**config.mk**
```make
export PLATFORM = sky130hd
export DESIGN_NAME = queue_flags
export DESIGN_NICKNAME = d
export VERILOG_FILES = /design/src/logic/queue_flags_pkg.sv /design/src/logic/queue_flags.sv
export SDC_FILE = /design/constraint.sdc
export NUM_CORES = 1
export LEC_CHECK = 0
export BUFFER_PORTS_ARGS = -buffer_cell sky130_fd_sc_hd__buf_2
export CORE_MARGIN = 1
export CORE_UTILIZATION = 55
export CTS_CLUSTER_SIZE = 40
export DETAILED_ROUTE_END_ITERATION = 8
export PLACE_DENSITY = 0.78
export SYNTH_ARGS = -nofsm -noshare
export SYNTH_HDL_FRONTEND = slang
export SYNTH_SLANG_ARGS = --single-unit
```
**constraint.sdc**
```tcl
create_clock -name mclk -period 5.4 [get_ports mclk]
set_input_delay 0.27 -clock mclk [delete_from_list [all_inputs] [get_ports mclk]]
set_output_delay 0.27 -clock mclk [all_outputs]
set_load 0.05 [all_outputs]
```
**src/logic/queue_flags_pkg.sv**
```systemverilog
// Purpose: Shared constants for the dual-queue status flag block
// Assumes: 512-word queues, offsets of nine bits
// Notes:   Register offsets are byte addresses on the plain register port

package queue_flags_pkg;

   // ***********************************************************
   // Queue geometry
   // ***********************************************************
   localparam int          DEPTH      = 512;
   localparam int          ADDR_W     = 9;
   localparam int          PTR_W      = 10;
   localparam int          OFFSET_W   = 9;

   // ***********************************************************
   // Preset offsets loaded when a queue leaves reset; OFFSET_RST is loaded by rstn
   // ***********************************************************
   localparam logic [8:0]  PRESET_BOTH = 9'h040;
   localparam logic [8:0]  PRESET_HI   = 9'h010;
   localparam logic [8:0]  PRESET_LO   = 9'h008;
   localparam logic [8:0]  OFFSET_RST  = 9'h008;

   // ***********************************************************
   // Register port map
   // ***********************************************************
   localparam int          REG_AW      = 5;
   localparam logic [4:0]  REG_EMPTY_AB = 5'h00;
   localparam logic [4:0]  REG_FULL_AB  = 5'h04;
   localparam logic [4:0]  REG_EMPTY_BA = 5'h08;
   localparam logic [4:0]  REG_FULL_BA  = 5'h0C;
   localparam logic [4:0]  REG_STATUS   = 5'h10;

   // ***********************************************************
   // Pin synchroniser bit positions
   // ***********************************************************
   localparam int          PIN_W       = 10;
   localparam int          PIN_CLK_A   = 0;
   localparam int          PIN_CLK_B   = 1;
   localparam int          PIN_EN_A    = 2;
   localparam int          PIN_EN_B    = 3;
   localparam int          PIN_DIR_A   = 4;
   localparam int          PIN_DIR_B   = 5;
   localparam int          PIN_RST_AB  = 6;
   localparam int          PIN_RST_BA  = 7;
   localparam int          PIN_SEL_LO  = 8;
   localparam int          PIN_SEL_HI  = 9;

endpackage

```
**src/logic/queue_flags.sv**
```systemverilog
// Overview of operation
// RULE1: Every queue flag passes at least two flop stages on its port clock.
// RULE2: Port A flags update on port A clock, port B flags on port B.
// RULE3: Output-ready high means new word loaded; low ignores reads, keeps word.
// RULE4: Read pointer steps once per word moved to output register.
// RULE5: Recently written word loads and raises output-ready on third read edge.
// RULE6: A read edge too close after a write counts from the next edge.
// RULE7: Write pointer steps once per stored word.
// RULE8: Input-ready high means a free location; low ignores writes.
// RULE9: A freed location raises input-ready on the second write edge.
// RULE10: A write edge too close after a read counts from the next edge.
// RULE11: Port A ready_n shows not input-ready when direction high, else not output-ready.
// RULE12: Port B ready_n shows not input-ready when direction low, else not output-ready.
// RULE13: Port B almost-empty uses a-to-b offset; port A uses b-to-a offset.
// RULE14: Almost empty while memory holds offset words or fewer.
// RULE15: Word in output register counts as read; its location is free.
// RULE16: Almost-empty rises on second read edge after filling write.
// RULE17: Almost-empty sync counts from next edge if skew too short.
// RULE18: Port A almost-full uses a-to-b offset; port B uses b-to-a offset.
// RULE19: Almost full at depth minus offset or more; input-ready low at depth.
// RULE20: Almost-full rises on second write edge after the draining read.
// RULE21: Almost-full sync counts from next edge if skew too short.
// RULE22: Offsets range 1 to 508, nine bits, most significant bit first; code takes any nine-bit value in one parallel register write.
// RULE23: Queue reset release loads preset 64, 16 or 8 from selects.
// RULE24: After queue reset output-ready and almost-empty low, almost-full high.
//
// Purpose: Status flags and pointers of two opposing 512-word queues
// Assumes: Port clocks are slow pins sampled on mclk
// Notes:   Port clocks become one-cycle ticks after two-flop sampling

`timescale 1ns/1ps

module queue_side
   import queue_flags_pkg::*;
(
   input  wire logic                mclk,
   input  wire logic                rstn,
   input  wire logic                clear,
   input  wire logic                wr_tick,
   input  wire logic                rd_tick,
   input  wire logic                wr_req,
   input  wire logic                rd_req,
   input  wire logic [OFFSET_W-1:0] empty_offset,
   input  wire logic [OFFSET_W-1:0] full_offset,
   output logic                     in_ready,
   output logic                     out_ready,
   output logic                     almost_empty_n,
   output logic                     almost_full_n,
   output logic [ADDR_W-1:0]        wr_addr,
   output logic                     wr_store,
   output logic [ADDR_W-1:0]        rd_addr,
   output logic                     out_load
);

   // ***********************************************************
   // Pointers and their crossings
   // ***********************************************************
   localparam logic [PTR_W-1:0] DEPTH_P = PTR_W'(DEPTH);
   localparam logic [PTR_W-1:0] ONE_P   = PTR_W'(1);

   logic [PTR_W-1:0] wptr;
   logic [PTR_W-1:0] rptr;
   logic [PTR_W-1:0] ws1;
   logic [PTR_W-1:0] ws2;
   logic [PTR_W-1:0] rs1;
   logic [PTR_W-1:0] next_wptr;
   logic [PTR_W-1:0] next_rptr;
   logic [PTR_W-1:0] wr_level;
   logic [PTR_W-1:0] rd_level;
   logic             store;
   logic             avail;
   logic             load;
   logic             drop;

   assign store     = wr_tick & wr_req & in_ready;                // RULE8
   assign avail     = ws2 != rptr;
   assign load      = rd_tick & avail & (~out_ready | rd_req);    // RULE5
   assign drop      = rd_tick & out_ready & rd_req & ~avail;      // RULE3
   assign next_wptr = store ? wptr + ONE_P : wptr;
   assign next_rptr = load ? rptr + ONE_P : rptr;
   // Output register word already counts as read
   assign wr_level  = next_wptr - rs1;                            // RULE15
   assign rd_level  = ws1 - next_rptr;                            // RULE15

   always_ff @(posedge mclk or negedge rstn) begin
      if (!rstn) begin
         wptr <= '0;
      end else if (clear) begin
         wptr <= '0;
      end else if (store) begin
         wptr <= wptr + ONE_P;                                    // RULE7
      end
   end

   always_ff @(posedge mclk or negedge rstn) begin
      if (!rstn) begin
         rptr <= '0;
      end else if (clear) begin
         rptr <= '0;
      end else if (load) begin
         rptr <= rptr + ONE_P;                                    // RULE4
      end
   end

   // Write pointer seen by the read side, two stages on read ticks
   always_ff @(posedge mclk or negedge rstn) begin
      if (!rstn) begin
         ws1 <= '0;
         ws2 <= '0;
      end else if (clear) begin
         ws1 <= '0;
         ws2 <= '0;
      end else if (rd_tick) begin
         ws1 <= wptr;                                             // RULE6 RULE17
         ws2 <= ws1;                                              // RULE1
      end
   end

   // Read pointer seen by the write side; flag flop is second stage
   always_ff @(posedge mclk or negedge rstn) begin
      if (!rstn) begin
         rs1 <= '0;
      end else if (clear) begin
         rs1 <= '0;
      end else if (wr_tick) begin
         rs1 <= rptr;                                 // RULE10 RULE20 RULE21
      end
   end

   // ***********************************************************
   // Write side flags
   // ***********************************************************
   always_ff @(posedge mclk or negedge rstn) begin
      if (!rstn) begin
         in_ready      <= 1'b0;
         almost_full_n <= 1'b1;
      end else if (clear) begin
         in_ready      <= 1'b0;
         almost_full_n <= 1'b1;                                   // RULE24
      end else if (wr_tick) begin
         in_ready      <= wr_level != DEPTH_P;                    // RULE9
         almost_full_n <= wr_level < DEPTH_P - {1'b0, full_offset}; // RULE19
      end
   end

   always_ff @(posedge mclk or negedge rstn) begin
      if (!rstn) begin
         wr_addr  <= '0;
         wr_store <= 1'b0;
      end else begin
         wr_store <= store;
         if (store) begin
            wr_addr <= wptr[ADDR_W-1:0];
         end
      end
   end

   // ***********************************************************
   // Read side flags
   // ***********************************************************
   always_ff @(posedge mclk or negedge rstn) begin
      if (!rstn) begin
         out_ready <= 1'b0;
      end else if (clear) begin
         out_ready <= 1'b0;                                       // RULE24
      end else if (load) begin
         out_ready <= 1'b1;                                       // RULE5
      end else if (drop) begin
         out_ready <= 1'b0;                                       // RULE3
      end
   end

   // Sampling ws1 gives the second read edge after the write
   always_ff @(posedge mclk or negedge rstn) begin
      if (!rstn) begin
         almost_empty_n <= 1'b0;
      end else if (clear) begin
         almost_empty_n <= 1'b0;                                  // RULE24
      end else if (rd_tick) begin
         almost_empty_n <= rd_level > {1'b0, empty_offset}; // RULE14 RULE16
      end
   end

   always_ff @(posedge mclk or negedge rstn) begin
      if (!rstn) begin
         rd_addr  <= '0;
         out_load <= 1'b0;
      end else begin
         out_load <= load;
         if (load) begin
            rd_addr <= rptr[ADDR_W-1:0];
         end
      end
   end

endmodule

module queue_flags
   import queue_flags_pkg::*;
(
   input  wire logic              mclk,
   input  wire logic              rstn,
   input  wire logic              port_a_clock,
   input  wire logic              port_b_clock,
   input  wire logic              port_a_enable,
   input  wire logic              port_b_enable,
   input  wire logic              port_a_direction,
   input  wire logic              port_b_direction,
   input  wire logic              queue_ab_reset_n,
   input  wire logic              queue_ba_reset_n,
   input  wire logic              offset_select_lo,
   input  wire logic              offset_select_hi,
   input  wire logic [REG_AW-1:0] reg_addr,
   input  wire logic [31:0]       reg_wdata,
   input  wire logic              reg_write,
   input  wire logic              reg_read,
   output logic [31:0]            reg_rdata,
   output logic                   out_ready_a,
   output logic                   out_ready_b,
   output logic                   in_ready_a,
   output logic                   in_ready_b,
   output logic                   almost_empty_a_n,
   output logic                   almost_empty_b_n,
   output logic                   almost_full_a_n,
   output logic                   almost_full_b_n,
   output logic                   port_a_ready_n,
   output logic                   port_b_ready_n,
   output logic [ADDR_W-1:0]      ab_wr_addr,
   output logic                   ab_wr_store,
   output logic [ADDR_W-1:0]      ab_rd_addr,
   output logic                   ab_out_load,
   output logic [ADDR_W-1:0]      ba_wr_addr,
   output logic                   ba_wr_store,
   output logic [ADDR_W-1:0]      ba_rd_addr,
   output logic                   ba_out_load
);

   // ***********************************************************
   // Pin sampling
   // ***********************************************************
   logic [PIN_W-1:0] pin_raw;
   logic [PIN_W-1:0] pin_s1;
   logic [PIN_W-1:0] pin_s2;
   logic [PIN_W-1:0] pin_prev;

   assign pin_raw = {offset_select_hi, offset_select_lo, queue_ba_reset_n,
                     queue_ab_reset_n, port_b_direction, port_a_direction,
                     port_b_enable, port_a_enable, port_b_clock,
                     port_a_clock};

   // Only pin_s2 and pin_prev are read; pin_s1 feeds nothing else
   always_ff @(posedge mclk or negedge rstn) begin
      if (!rstn) begin
         pin_s1   <= '0;
         pin_s2   <= '0;
         pin_prev <= '0;
      end else begin
         pin_s1   <= pin_raw;                                     // RULE1
         pin_s2   <= pin_s1;
         pin_prev <= pin_s2;
      end
   end

   logic tick_a;
   logic tick_b;
   logic dir_a;
   logic dir_b;
   logic clear_ab;
   logic clear_ba;
   logic rise_ab;
   logic rise_ba;

   // Each port clock becomes a rising-edge tick on mclk
   assign tick_a   = pin_s2[PIN_CLK_A] & ~pin_prev[PIN_CLK_A];    // RULE2
   assign tick_b   = pin_s2[PIN_CLK_B] & ~pin_prev[PIN_CLK_B];    // RULE2
   assign dir_a    = pin_s2[PIN_DIR_A];
   assign dir_b    = pin_s2[PIN_DIR_B];
   assign clear_ab = ~pin_s2[PIN_RST_AB];
   assign clear_ba = ~pin_s2[PIN_RST_BA];
   assign rise_ab  = pin_s2[PIN_RST_AB] & ~pin_prev[PIN_RST_AB];
   assign rise_ba  = pin_s2[PIN_RST_BA] & ~pin_prev[PIN_RST_BA];

   // ***********************************************************
   // Offset registers
   // ***********************************************************
   logic [OFFSET_W-1:0] empty_offset_ab;
   logic [OFFSET_W-1:0] full_offset_ab;
   logic [OFFSET_W-1:0] empty_offset_ba;
   logic [OFFSET_W-1:0] full_offset_ba;

   // Both selects low keeps the programmed value
   function automatic logic [OFFSET_W-1:0] preset_offset(
      input logic                hi,
      input logic                lo,
      input logic [OFFSET_W-1:0] cur);
      logic [OFFSET_W-1:0] val;
      val = cur;
      if (hi && lo) begin
         val = PRESET_BOTH;                                       // RULE23
      end else if (hi) begin
         val = PRESET_HI;
      end else if (lo) begin
         val = PRESET_LO;
      end
      return val;
   endfunction

   logic wr_empty_ab;
   logic wr_full_ab;
   logic wr_empty_ba;
   logic wr_full_ba;

   assign wr_empty_ab = reg_write && reg_addr == REG_EMPTY_AB;
   assign wr_full_ab  = reg_write && reg_addr == REG_FULL_AB;
   assign wr_empty_ba = reg_write && reg_addr == REG_EMPTY_BA;
   assign wr_full_ba  = reg_write && reg_addr == REG_FULL_BA;

   // Preset at reset release wins over a software write
   always_ff @(posedge mclk or negedge rstn) begin
      if (!rstn) begin
         empty_offset_ab <= OFFSET_RST;
         full_offset_ab  <= OFFSET_RST;
      end else if (rise_ab) begin
         empty_offset_ab <= preset_offset(pin_s2[PIN_SEL_HI],
                                          pin_s2[PIN_SEL_LO], empty_offset_ab);
         full_offset_ab  <= preset_offset(pin_s2[PIN_SEL_HI],
                                          pin_s2[PIN_SEL_LO], full_offset_ab);
      end else begin
         if (wr_empty_ab) begin
            empty_offset_ab <= reg_wdata[OFFSET_W-1:0];           // RULE22
         end
         if (wr_full_ab) begin
            full_offset_ab <= reg_wdata[OFFSET_W-1:0];            // RULE22
         end
      end
   end

   always_ff @(posedge mclk or negedge rstn) begin
      if (!rstn) begin
         empty_offset_ba <= OFFSET_RST;
         full_offset_ba  <= OFFSET_RST;
      end else if (rise_ba) begin
         empty_offset_ba <= preset_offset(pin_s2[PIN_SEL_HI],
                                          pin_s2[PIN_SEL_LO], empty_offset_ba);
         full_offset_ba  <= preset_offset(pin_s2[PIN_SEL_HI],
                                          pin_s2[PIN_SEL_LO], full_offset_ba);
      end else begin
         if (wr_empty_ba) begin
            empty_offset_ba <= reg_wdata[OFFSET_W-1:0];
         end
         if (wr_full_ba) begin
            full_offset_ba <= reg_wdata[OFFSET_W-1:0];
         end
      end
   end

   // ***********************************************************
   // Queues
   // ***********************************************************
   logic a_write;
   logic a_read;
   logic b_write;
   logic b_read;

   assign a_write = pin_s2[PIN_EN_A] & dir_a;
   assign a_read  = pin_s2[PIN_EN_A] & ~dir_a;
   assign b_write = pin_s2[PIN_EN_B] & ~dir_b;
   assign b_read  = pin_s2[PIN_EN_B] & dir_b;

   queue_side u_queue_a_to_b (
      .mclk           (mclk),
      .rstn           (rstn),
      .clear          (clear_ab),
      .wr_tick        (tick_a),
      .rd_tick        (tick_b),
      .wr_req         (a_write),
      .rd_req         (b_read),
      .empty_offset   (empty_offset_ab),                          // RULE13
      .full_offset    (full_offset_ab),                           // RULE18
      .in_ready       (in_ready_a),
      .out_ready      (out_ready_b),
      .almost_empty_n (almost_empty_b_n),
      .almost_full_n  (almost_full_a_n),
      .wr_addr        (ab_wr_addr),
      .wr_store       (ab_wr_store),
      .rd_addr        (ab_rd_addr),
      .out_load       (ab_out_load)
   );

   queue_side u_queue_b_to_a (
      .mclk           (mclk),
      .rstn           (rstn),
      .clear          (clear_ba),
      .wr_tick        (tick_b),
      .rd_tick        (tick_a),
      .wr_req         (b_write),
      .rd_req         (a_read),
      .empty_offset   (empty_offset_ba),                          // RULE13
      .full_offset    (full_offset_ba),                           // RULE18
      .in_ready       (in_ready_b),
      .out_ready      (out_ready_a),
      .almost_empty_n (almost_empty_a_n),
      .almost_full_n  (almost_full_b_n),
      .wr_addr        (ba_wr_addr),
      .wr_store       (ba_wr_store),
      .rd_addr        (ba_rd_addr),
      .out_load       (ba_out_load)
   );

   // ***********************************************************
   // Ready outputs and register reads
   // ***********************************************************
   assign port_a_ready_n = dir_a ? ~in_ready_a : ~out_ready_a;    // RULE11
   assign port_b_ready_n = dir_b ? ~out_ready_b : ~in_ready_b;    // RULE12

   logic [31:0] next_rdata;

   always_comb begin
      next_rdata = '0;
      case (reg_addr)
         REG_EMPTY_AB: next_rdata = {23'h000000, empty_offset_ab};
         REG_FULL_AB:  next_rdata = {23'h000000, full_offset_ab};
         REG_EMPTY_BA: next_rdata = {23'h000000, empty_offset_ba};
         REG_FULL_BA:  next_rdata = {23'h000000, full_offset_ba};
         REG_STATUS:   next_rdata = {24'h000000,
                                     in_ready_b, out_ready_b,
                                     almost_full_b_n, almost_empty_b_n,
                                     in_ready_a, out_ready_a,
                                     almost_full_a_n, almost_empty_a_n};
         default:      next_rdata = '0;
      endcase
   end

   // Read data stands only in the cycle after the read strobe
   always_ff @(posedge mclk or negedge rstn) begin
      if (!rstn) begin
         reg_rdata <= '0;
      end else if (reg_read) begin
         reg_rdata <= next_rdata;
      end else begin
         reg_rdata <= '0;
      end
   end

endmodule

```
==> reports/qor.yml, run 1 <==
worst_slew_pin_slew_ns: 0.978
r2r_end: "u_queue_b_to_a.almost_empty_n$_DFFE_PN0P_"
whs_path_depth: 4
fp.dieH_um: 150
port_buffers: 86
layout_commonest_cell: "dfrtp_1"
relSlewSlack_pct: 34.4
clk_pin_slew_ns: 0.06
setup_tns_ns: 0
layout.cells.non_filler: 1589
vdd_ir_drop_max_mv: 0.212
ant_nets: 0
place_congestion: 0.916
grt_first_pass_wirelength_mm: 45.2
clkPwrFrac_pct: 44.7
crit_start: "u_queue_b_to_a.rptr[1]$_DFF_PN0_"
swShare_pct: 24.9
drive_gt1_share_pct: 16.0
fillers: 1707
die_x_um: 150
core_um2: 21200
drv_cap: 0
cellPowerDensity_nw_per_um2: 287
synth_area_um2: 12000
reg2reg_depth: 18
grtUsageTotal_pct: 25.6
final_hold_viol_count: 0
dr.first_iter.drc_count: 597
leakage_nw: 6.46
synth_edf_count: 0
clock.fmax_mhz: 215
skew_ns: 0.0105
cts_buffers: 24
cts_tree: "yes"
fin_crit_sh_pct: 86.3
cp_max_fo: 10
rsz0062_at_grt: "no"
cp.arrival_ns: 5.04
antenna_found_initial: 0
num_vias: 8902
die-area_um2: 22500
ys_seq_area_share_pct: 45.2
post_drt_wl_per_cell_um: 17.4
crit_end: "u_queue_b_to_a.almost_empty_n$_DFFE_PN0P_"
start_util_pct: 56.7
viasPerCell: 5.60
required_ns: 5.78
cts_buffer_depth: 3
gr-total-overflow: 0
r2r-start: "u_queue_b_to_a.rptr[1]$_DFF_PN0_"
fin_crit_ns: 4.66
total_power_w: 0.00390
cts_resized: 0
synth.avg_cell_area_um2: 9.96
hp-start: "reg_wdata[8]"
p_switching_w: 0.000972
sequentialPowerShare_pct: 45.3
ys_seq_elements: 217
drt-total-wl_mm: 27.7
root_buffer: "clkbuf_16"
synthArstFlopShare_pct: 100
synth_ff_type: "dfrtp_1"
internal-power_w: 0.00293
syn2layout_area_growth_pct: 13.0
comb_power_share_pct: 10.0
dpl.hpwl_mm: 19.6
clk_latency_ns: 0.52
mostFrequentLayoutCells: "dfrtp_1, nand2_1, buf_2, ha_1, a21boi_0"
finalMaxSlewViolations: 0
drt_pass1_iterations: 6
endpoint_kind: "register"
status: "completed"
cts.sinks: 217
hold_class: "input port to register"
critPathLaunchType: "register"
syn_inst: 1209
num_rows: 53
diodes: 0
post-place-cells: 1534
finalSetupViolCount: 0
grt_max_degree: 101
ys_warn_count: 0
first_global_vias: 8749
reg2reg_slack_ns: 0.74
drcViolationCount: 0
worstSetupPathType: "register to register"
synth_cell_type_count: 57
ios: 133
final_nets: 1429
h-tree-depth: 1
[kinds of logic after synthesis]
logic type	count (synthesis)	share of synthesized area [%]
buffers and inverters	131	4.95
XOR/XNOR	98	7.38
other	1	0.0312
multiplexers	60	5.65
AND/OR/NAND/NOR	397	15.6
adder cells (fa/ha/maj)	82	8.77
flip-flops	217	45.2
AO/OA/AOI/OAI	223	12.4
[cell usage after synthesis (all sizes together) (8+ instances only)]
| master | n | area share (%) |
|---|---|---|
| dfrtp | 211 | 44 |
| a21boi | 63 | 3.9 |
| xor2 | 41 | 3.0 |
| clkbuf | 36 | 1.1 |
| nor4 | 8 | 0.47 |
| and2 | 36 | 1.9 |
| a21oi | 37 | 1.5 |
| a22oi | 9 | 0.56 |
| xnor2 | 56 | 4.2 |
| inv | 60 | 1.9 |
| nor2 | 43 | 1.4 |
| nor3 | 15 | 0.62 |
| a222oi | 8 | 0.67 |
| buf | 35 | 2.0 |
| o21ai | 59 | 2.5 |
| ha | 78 | 8.1 |
| nor2b | 32 | 1.7 |
| nand2 | 201 | 6.3 |
| mux2 | 54 | 5.1 |
| nand3 | 16 | 0.67 |
| o21a | 12 | 0.75 |
| nand4 | 14 | 0.78 |
[what timing repair did]
item / in CTS / in global routing
hold buffers: 11 / 0
hold endpoints to repair: 106 / 0
setup endpoints to repair: 0 / 0
setup buffers: 0 / 0
[cell type report]
| type | instances | area [um^2] | area share, % |
|---|---|---|---|
| Multi-Input combinational cell | 883 | 6090 | 44.8 |
| Sequential cell | 217 | 5440 | 40.0 |
| Clock buffer | 37 | 741 | 5.45 |
| Timing Repair Buffer | 110 | 648 | 4.77 |
| Tap cell | 275 | 344 | 2.53 |
| Inverter | 60 | 225 | 1.66 |
| Clock inverter | 7 | 114 | 0.837 |
[worst min-delay path by stage]
| stage | slack [ns] | end |
|---|---|---|
| CTS | 0.11 | empty_offset_ab[8]$_DFFE_PN0P_ |
| floorplan | -0.03 | empty_offset_ab[0]$_DFFE_PN0P_ |
| finish | 0.12 | empty_offset_ab[8]$_DFFE_PN0P_ |
| global route | 0.15 | full_offset_ba[0]$_DFFE_PN0P_ |
| global placement | 0.33 | pin_s2[6]$_DFF_PN0_ |
| detailed placement | 0.33 | pin_s2[6]$_DFF_PN0_ |
[stage by stage]
| step | utilization (%) | area, um^2 | hold slack (ns) | setup slack [ns] |
|---|---|---|---|---|
| floorplan | - | 12100 | -0.0256 | 1.46 |
| global placement | 59.5 | 12600 | 0.332 | 0.994 |
| detailed placement | 59.5 | 12600 | 0.335 | 0.849 |
| CTS | 64.1 | 13600 | 0.109 | 0.774 |
| global route | 64.1 | 13600 | 0.148 | 0.320 |
| finish | 64.1 | 13600 | 0.125 | 0.742 |
[power by group through the flow]
stage | sequential (W) | combinational, W | clock [W]
2_1_floorplan | 0.00178 | 0.000281 | 0
3_3_place_gp | 0.00179 | 0.000372 | 0
3_5_place_dp | 0.00179 | 0.000385 | 0
4_1_cts | 0.00177 | 0.000394 | 0.00176
5_1_grt | 0.00178 | 0.000439 | 0.00183
6_report | 0.00177 | 0.000390 | 0.00174
[state kept, by name (all words and copies together), names as in the netlist, 10 cells and up]
signal / flops
u_queue_b_to_a.rptr: 10
pin_s2: 10
u_queue_a_to_b.rptr: 10
u_queue_b_to_a.ws1: 10
u_queue_a_to_b.rs1: 10
u_queue_a_to_b.ws1: 10
u_queue_a_to_b.wptr: 10
u_queue_b_to_a.wptr: 10
u_queue_b_to_a.rs1: 10
pin_s1: 10
u_queue_a_to_b.ws2: 10
u_queue_b_to_a.ws2: 10
[metal layers]
metal	vias to the layer above	routed length, um	GRT usage, %
li1	4240	-	-
met2	292	12200	38.7
met4	0	613	6.82
met3	46	2180	5.52
met1	4324	12600	37.3
met5	-	0	0
[critical path: stages (launching register included)]
cell	delay, ns
dfrtp_1	0.46
xnor2_1	0.20
nand4_1	0.24
o311ai_4	0.50
inv_2	0.19
and2_1	0.22
xnor2_1	0.25
ha_1	0.33
o21ai_0	0.27
o21bai_1	0.12
nor4_1	0.25
a21o_1	0.15
xnor2_1	0.08
ha_1	0.21
or4_1	0.54
a21oi_1	0.15
a21oi_1	0.08
o21ai_0	0.16
a31oi_1	0.11
(Power assumes the default switching activity.)
==> inputs of run 2 (changes only) <==
CORE_ASPECT_RATIO = 1.4   (was not set)
==> run 2 against run 1 <==
Sequential cell count unchanged. Maximum frequency increased by 1.8%. Power decreased by 4.5%. Worst setup slack improved by 0.081 ns. Design area decreased by 1.0%. Non-clock buffer count decreased by 1. Critical path depth increased by 2. Routed wire length increased by 1.6%. Largest power group unchanged.
==> reports/qor.yml, run 2 (synthesized netlist as in run 1, its figures left out) <==
status: "completed"
die-area_um2: 22500
rsz0062_at_grt: "no"
critPathMaxStageDelay_ns: 0.67
cts.sinks: 217
first_global_vias: 8976
required_ns: 5.83
crit_family: "compound AO/OA/AOI/OAI gates"
place_congestion: 0.936
cts_buffers: 23
num_vias: 8916
final_util_pct: 63.3
grtUsageTotal_pct: 26.1
fin_crit_ns: 4.58
critPathLaunchType: "register"
layout.cells.non_filler: 1570
mostFrequentLayoutCells: "dfrtp_1, nand2_1, buf_2, ha_1, a21boi_0"
worst_slew_pin_slew_ns: 0.973
core_um2: 21300
clk_pin_slew_ns: 0.06
antenna_found_initial: 0
root_buffer: "clkbuf_16"
path_buf_inv: 1
drv_cap: 0
post-place-cells: 1518
vdd_ir_drop_max_mv: 0.235
h-tree-depth: 1
grt_util_met3_pct: 3.60
drt_pass1_iterations: 7
ant_nets: 0
grt-busiest-layer: "met2"
post_drt_wl_per_cell_um: 17.9
drive_gt1_share_pct: 15.3
finalMaxSlewViolations: 0
drcViolationCount: 0
worstSetupPathType: "register to register"
leakage_nw: 6.39
layout_setup_ws_ns: 0.823
cp.arrival_ns: 5.01
hold_buffers: 11
viasPerCell: 5.68
cts_resized: 0
setup_tns_ns: 0
finalSetupViolCount: 0
final_nets: 1427
dr.first_iter.drc_count: 408
hold_class: "input port to register"
num_rows: 63
fin_crit_sh_pct: 84.8
endpoint_kind: "register"
path_cells: "xor2_1 -> nor4_1 -> a311oi_4 -> xor2_1 -> ha_1 -> inv_1 -> fa_1 -> nand2_1 -> nand2_1 -> a21oi_1 -> o21bai_1 -> a21oi_1 -> o21ai_0 -> xor2_1 -> ha_1 -> nand2_1 -> nor2_1 -> o21ai_0 -> a21o_1 -> a31oi_1"
ios: 133
skew_ns: 0.0152
cts_tree: "yes"
die_x_um: 127
globalRouteMet2Util_pct: 47.7
cp_max_fo: 18
slowest_stage: "nor4_1"
dpl.hpwl_mm: 20.5
grt_max_degree: 130
post_cts_buffers: 0
cts_buffer_depth: 3
fp.dieH_um: 177
fillers: 1727
syn2layout_area_growth_pct: 11.9
layout_commonest_cell: "dfrtp_1"
start_util_pct: 56.6
cellPowerDensity_nw_per_um2: 277
clock.fmax_mhz: 218
grt_first_pass_wirelength_mm: 45.7
diodes: 0
clk_latency_ns: 0.51
gr-usage-met1_pct: 29.5
relSlewSlack_pct: 34.6
port_buffers: 86
final_hold_viol_count: 0
dp_slack_ns: 0.833
gr-total-overflow: 0
drt-total-wl_mm: 28.1
==> run 2: cell count changes in the layout (fill, tap and decap cells not counted), sizes merged <==
| cell | before | now |
|---|---|---|
| buf | 99 | 98 |
| bufinv | 3 | 2 |
| clkbuf | 37 | 38 |
| clkinv | 4 | 0 |
| inv | 60 | 61 |
==> run 2: final timing paths <==
path                            cells past startpoint                                        end  slack (ns)                              from
worst max-delay path                               20  u_queue_a_to_b.almost_empty_n$_DFFE_PN0P_        0.82  u_queue_a_to_b.rptr[6]$_DFF_PN0_
worst min-delay path                                4             empty_offset_ab[8]$_DFFE_PN0P_        0.13                      reg_wdata[8]
min in group asynchronous                           2                     reg_rdata[2]$_DFF_PN0_        0.47                              rstn
worst min register to register                      0                        pin_s2[1]$_DFF_PN0_        0.35               pin_s1[1]$_DFF_PN0_
worst max register to register                     20  u_queue_a_to_b.almost_empty_n$_DFFE_PN0P_        0.82  u_queue_a_to_b.rptr[6]$_DFF_PN0_
max in group asynchronous                           3          u_queue_a_to_b.rs1[4]$_DFFE_PN0P_        3.62                              rstn
==> run 2: final cells by class <==
| cell class | instances | area [um^2] | area share (%) |
|---|---|---|---|
| Clock inverter | 3 | 71.3 | 0.530 |
| Timing Repair Buffer | 109 | 641 | 4.76 |
| Tap cell | 260 | 325 | 2.42 |
| Inverter | 60 | 225 | 1.67 |
| Clock buffer | 38 | 672 | 4.99 |
| Multi-Input combinational cell | 883 | 6090 | 45.2 |
| Sequential cell | 217 | 5440 | 40.4 |
==> run 2: per-layer routing <==
layer | share of wire, % | up-vias
li1 | - | 4234
met1 | 39 | 4356
met2 | 52 | 242
met3 | 4.2 | 84
met4 | 5.3 | 0
met5 | 0 | -
==> run 2: worst min-delay path, cell delays in order <==
cell     delay, ns
buf_2         0.10
and2_1        0.13
nand2_1       0.05
o21ai_0       0.06
==> run 2: through the flow <==
stage / cell area [um^2] / hold WS [ns] / power, W
after floorplan: 12100 / -0.0256 / 0.00206
after global placement: 12600 / 0.332 / 0.00217
after detailed placement: 12600 / 0.335 / 0.00218
after CTS: 13500 / 0.123 / 0.00376
after global routing: 13500 / 0.149 / 0.00388
final: 13500 / 0.135 / 0.00373
==> run 2: power by group <==
part	total, W	switching, W	internal, W
Sequential	0.00177	0.0000790	0.00170
Clock	0.00157	0.000625	0.000943
Combinational	0.000386	0.000236	0.000150
Total	0.00373	0.000940	0.00279
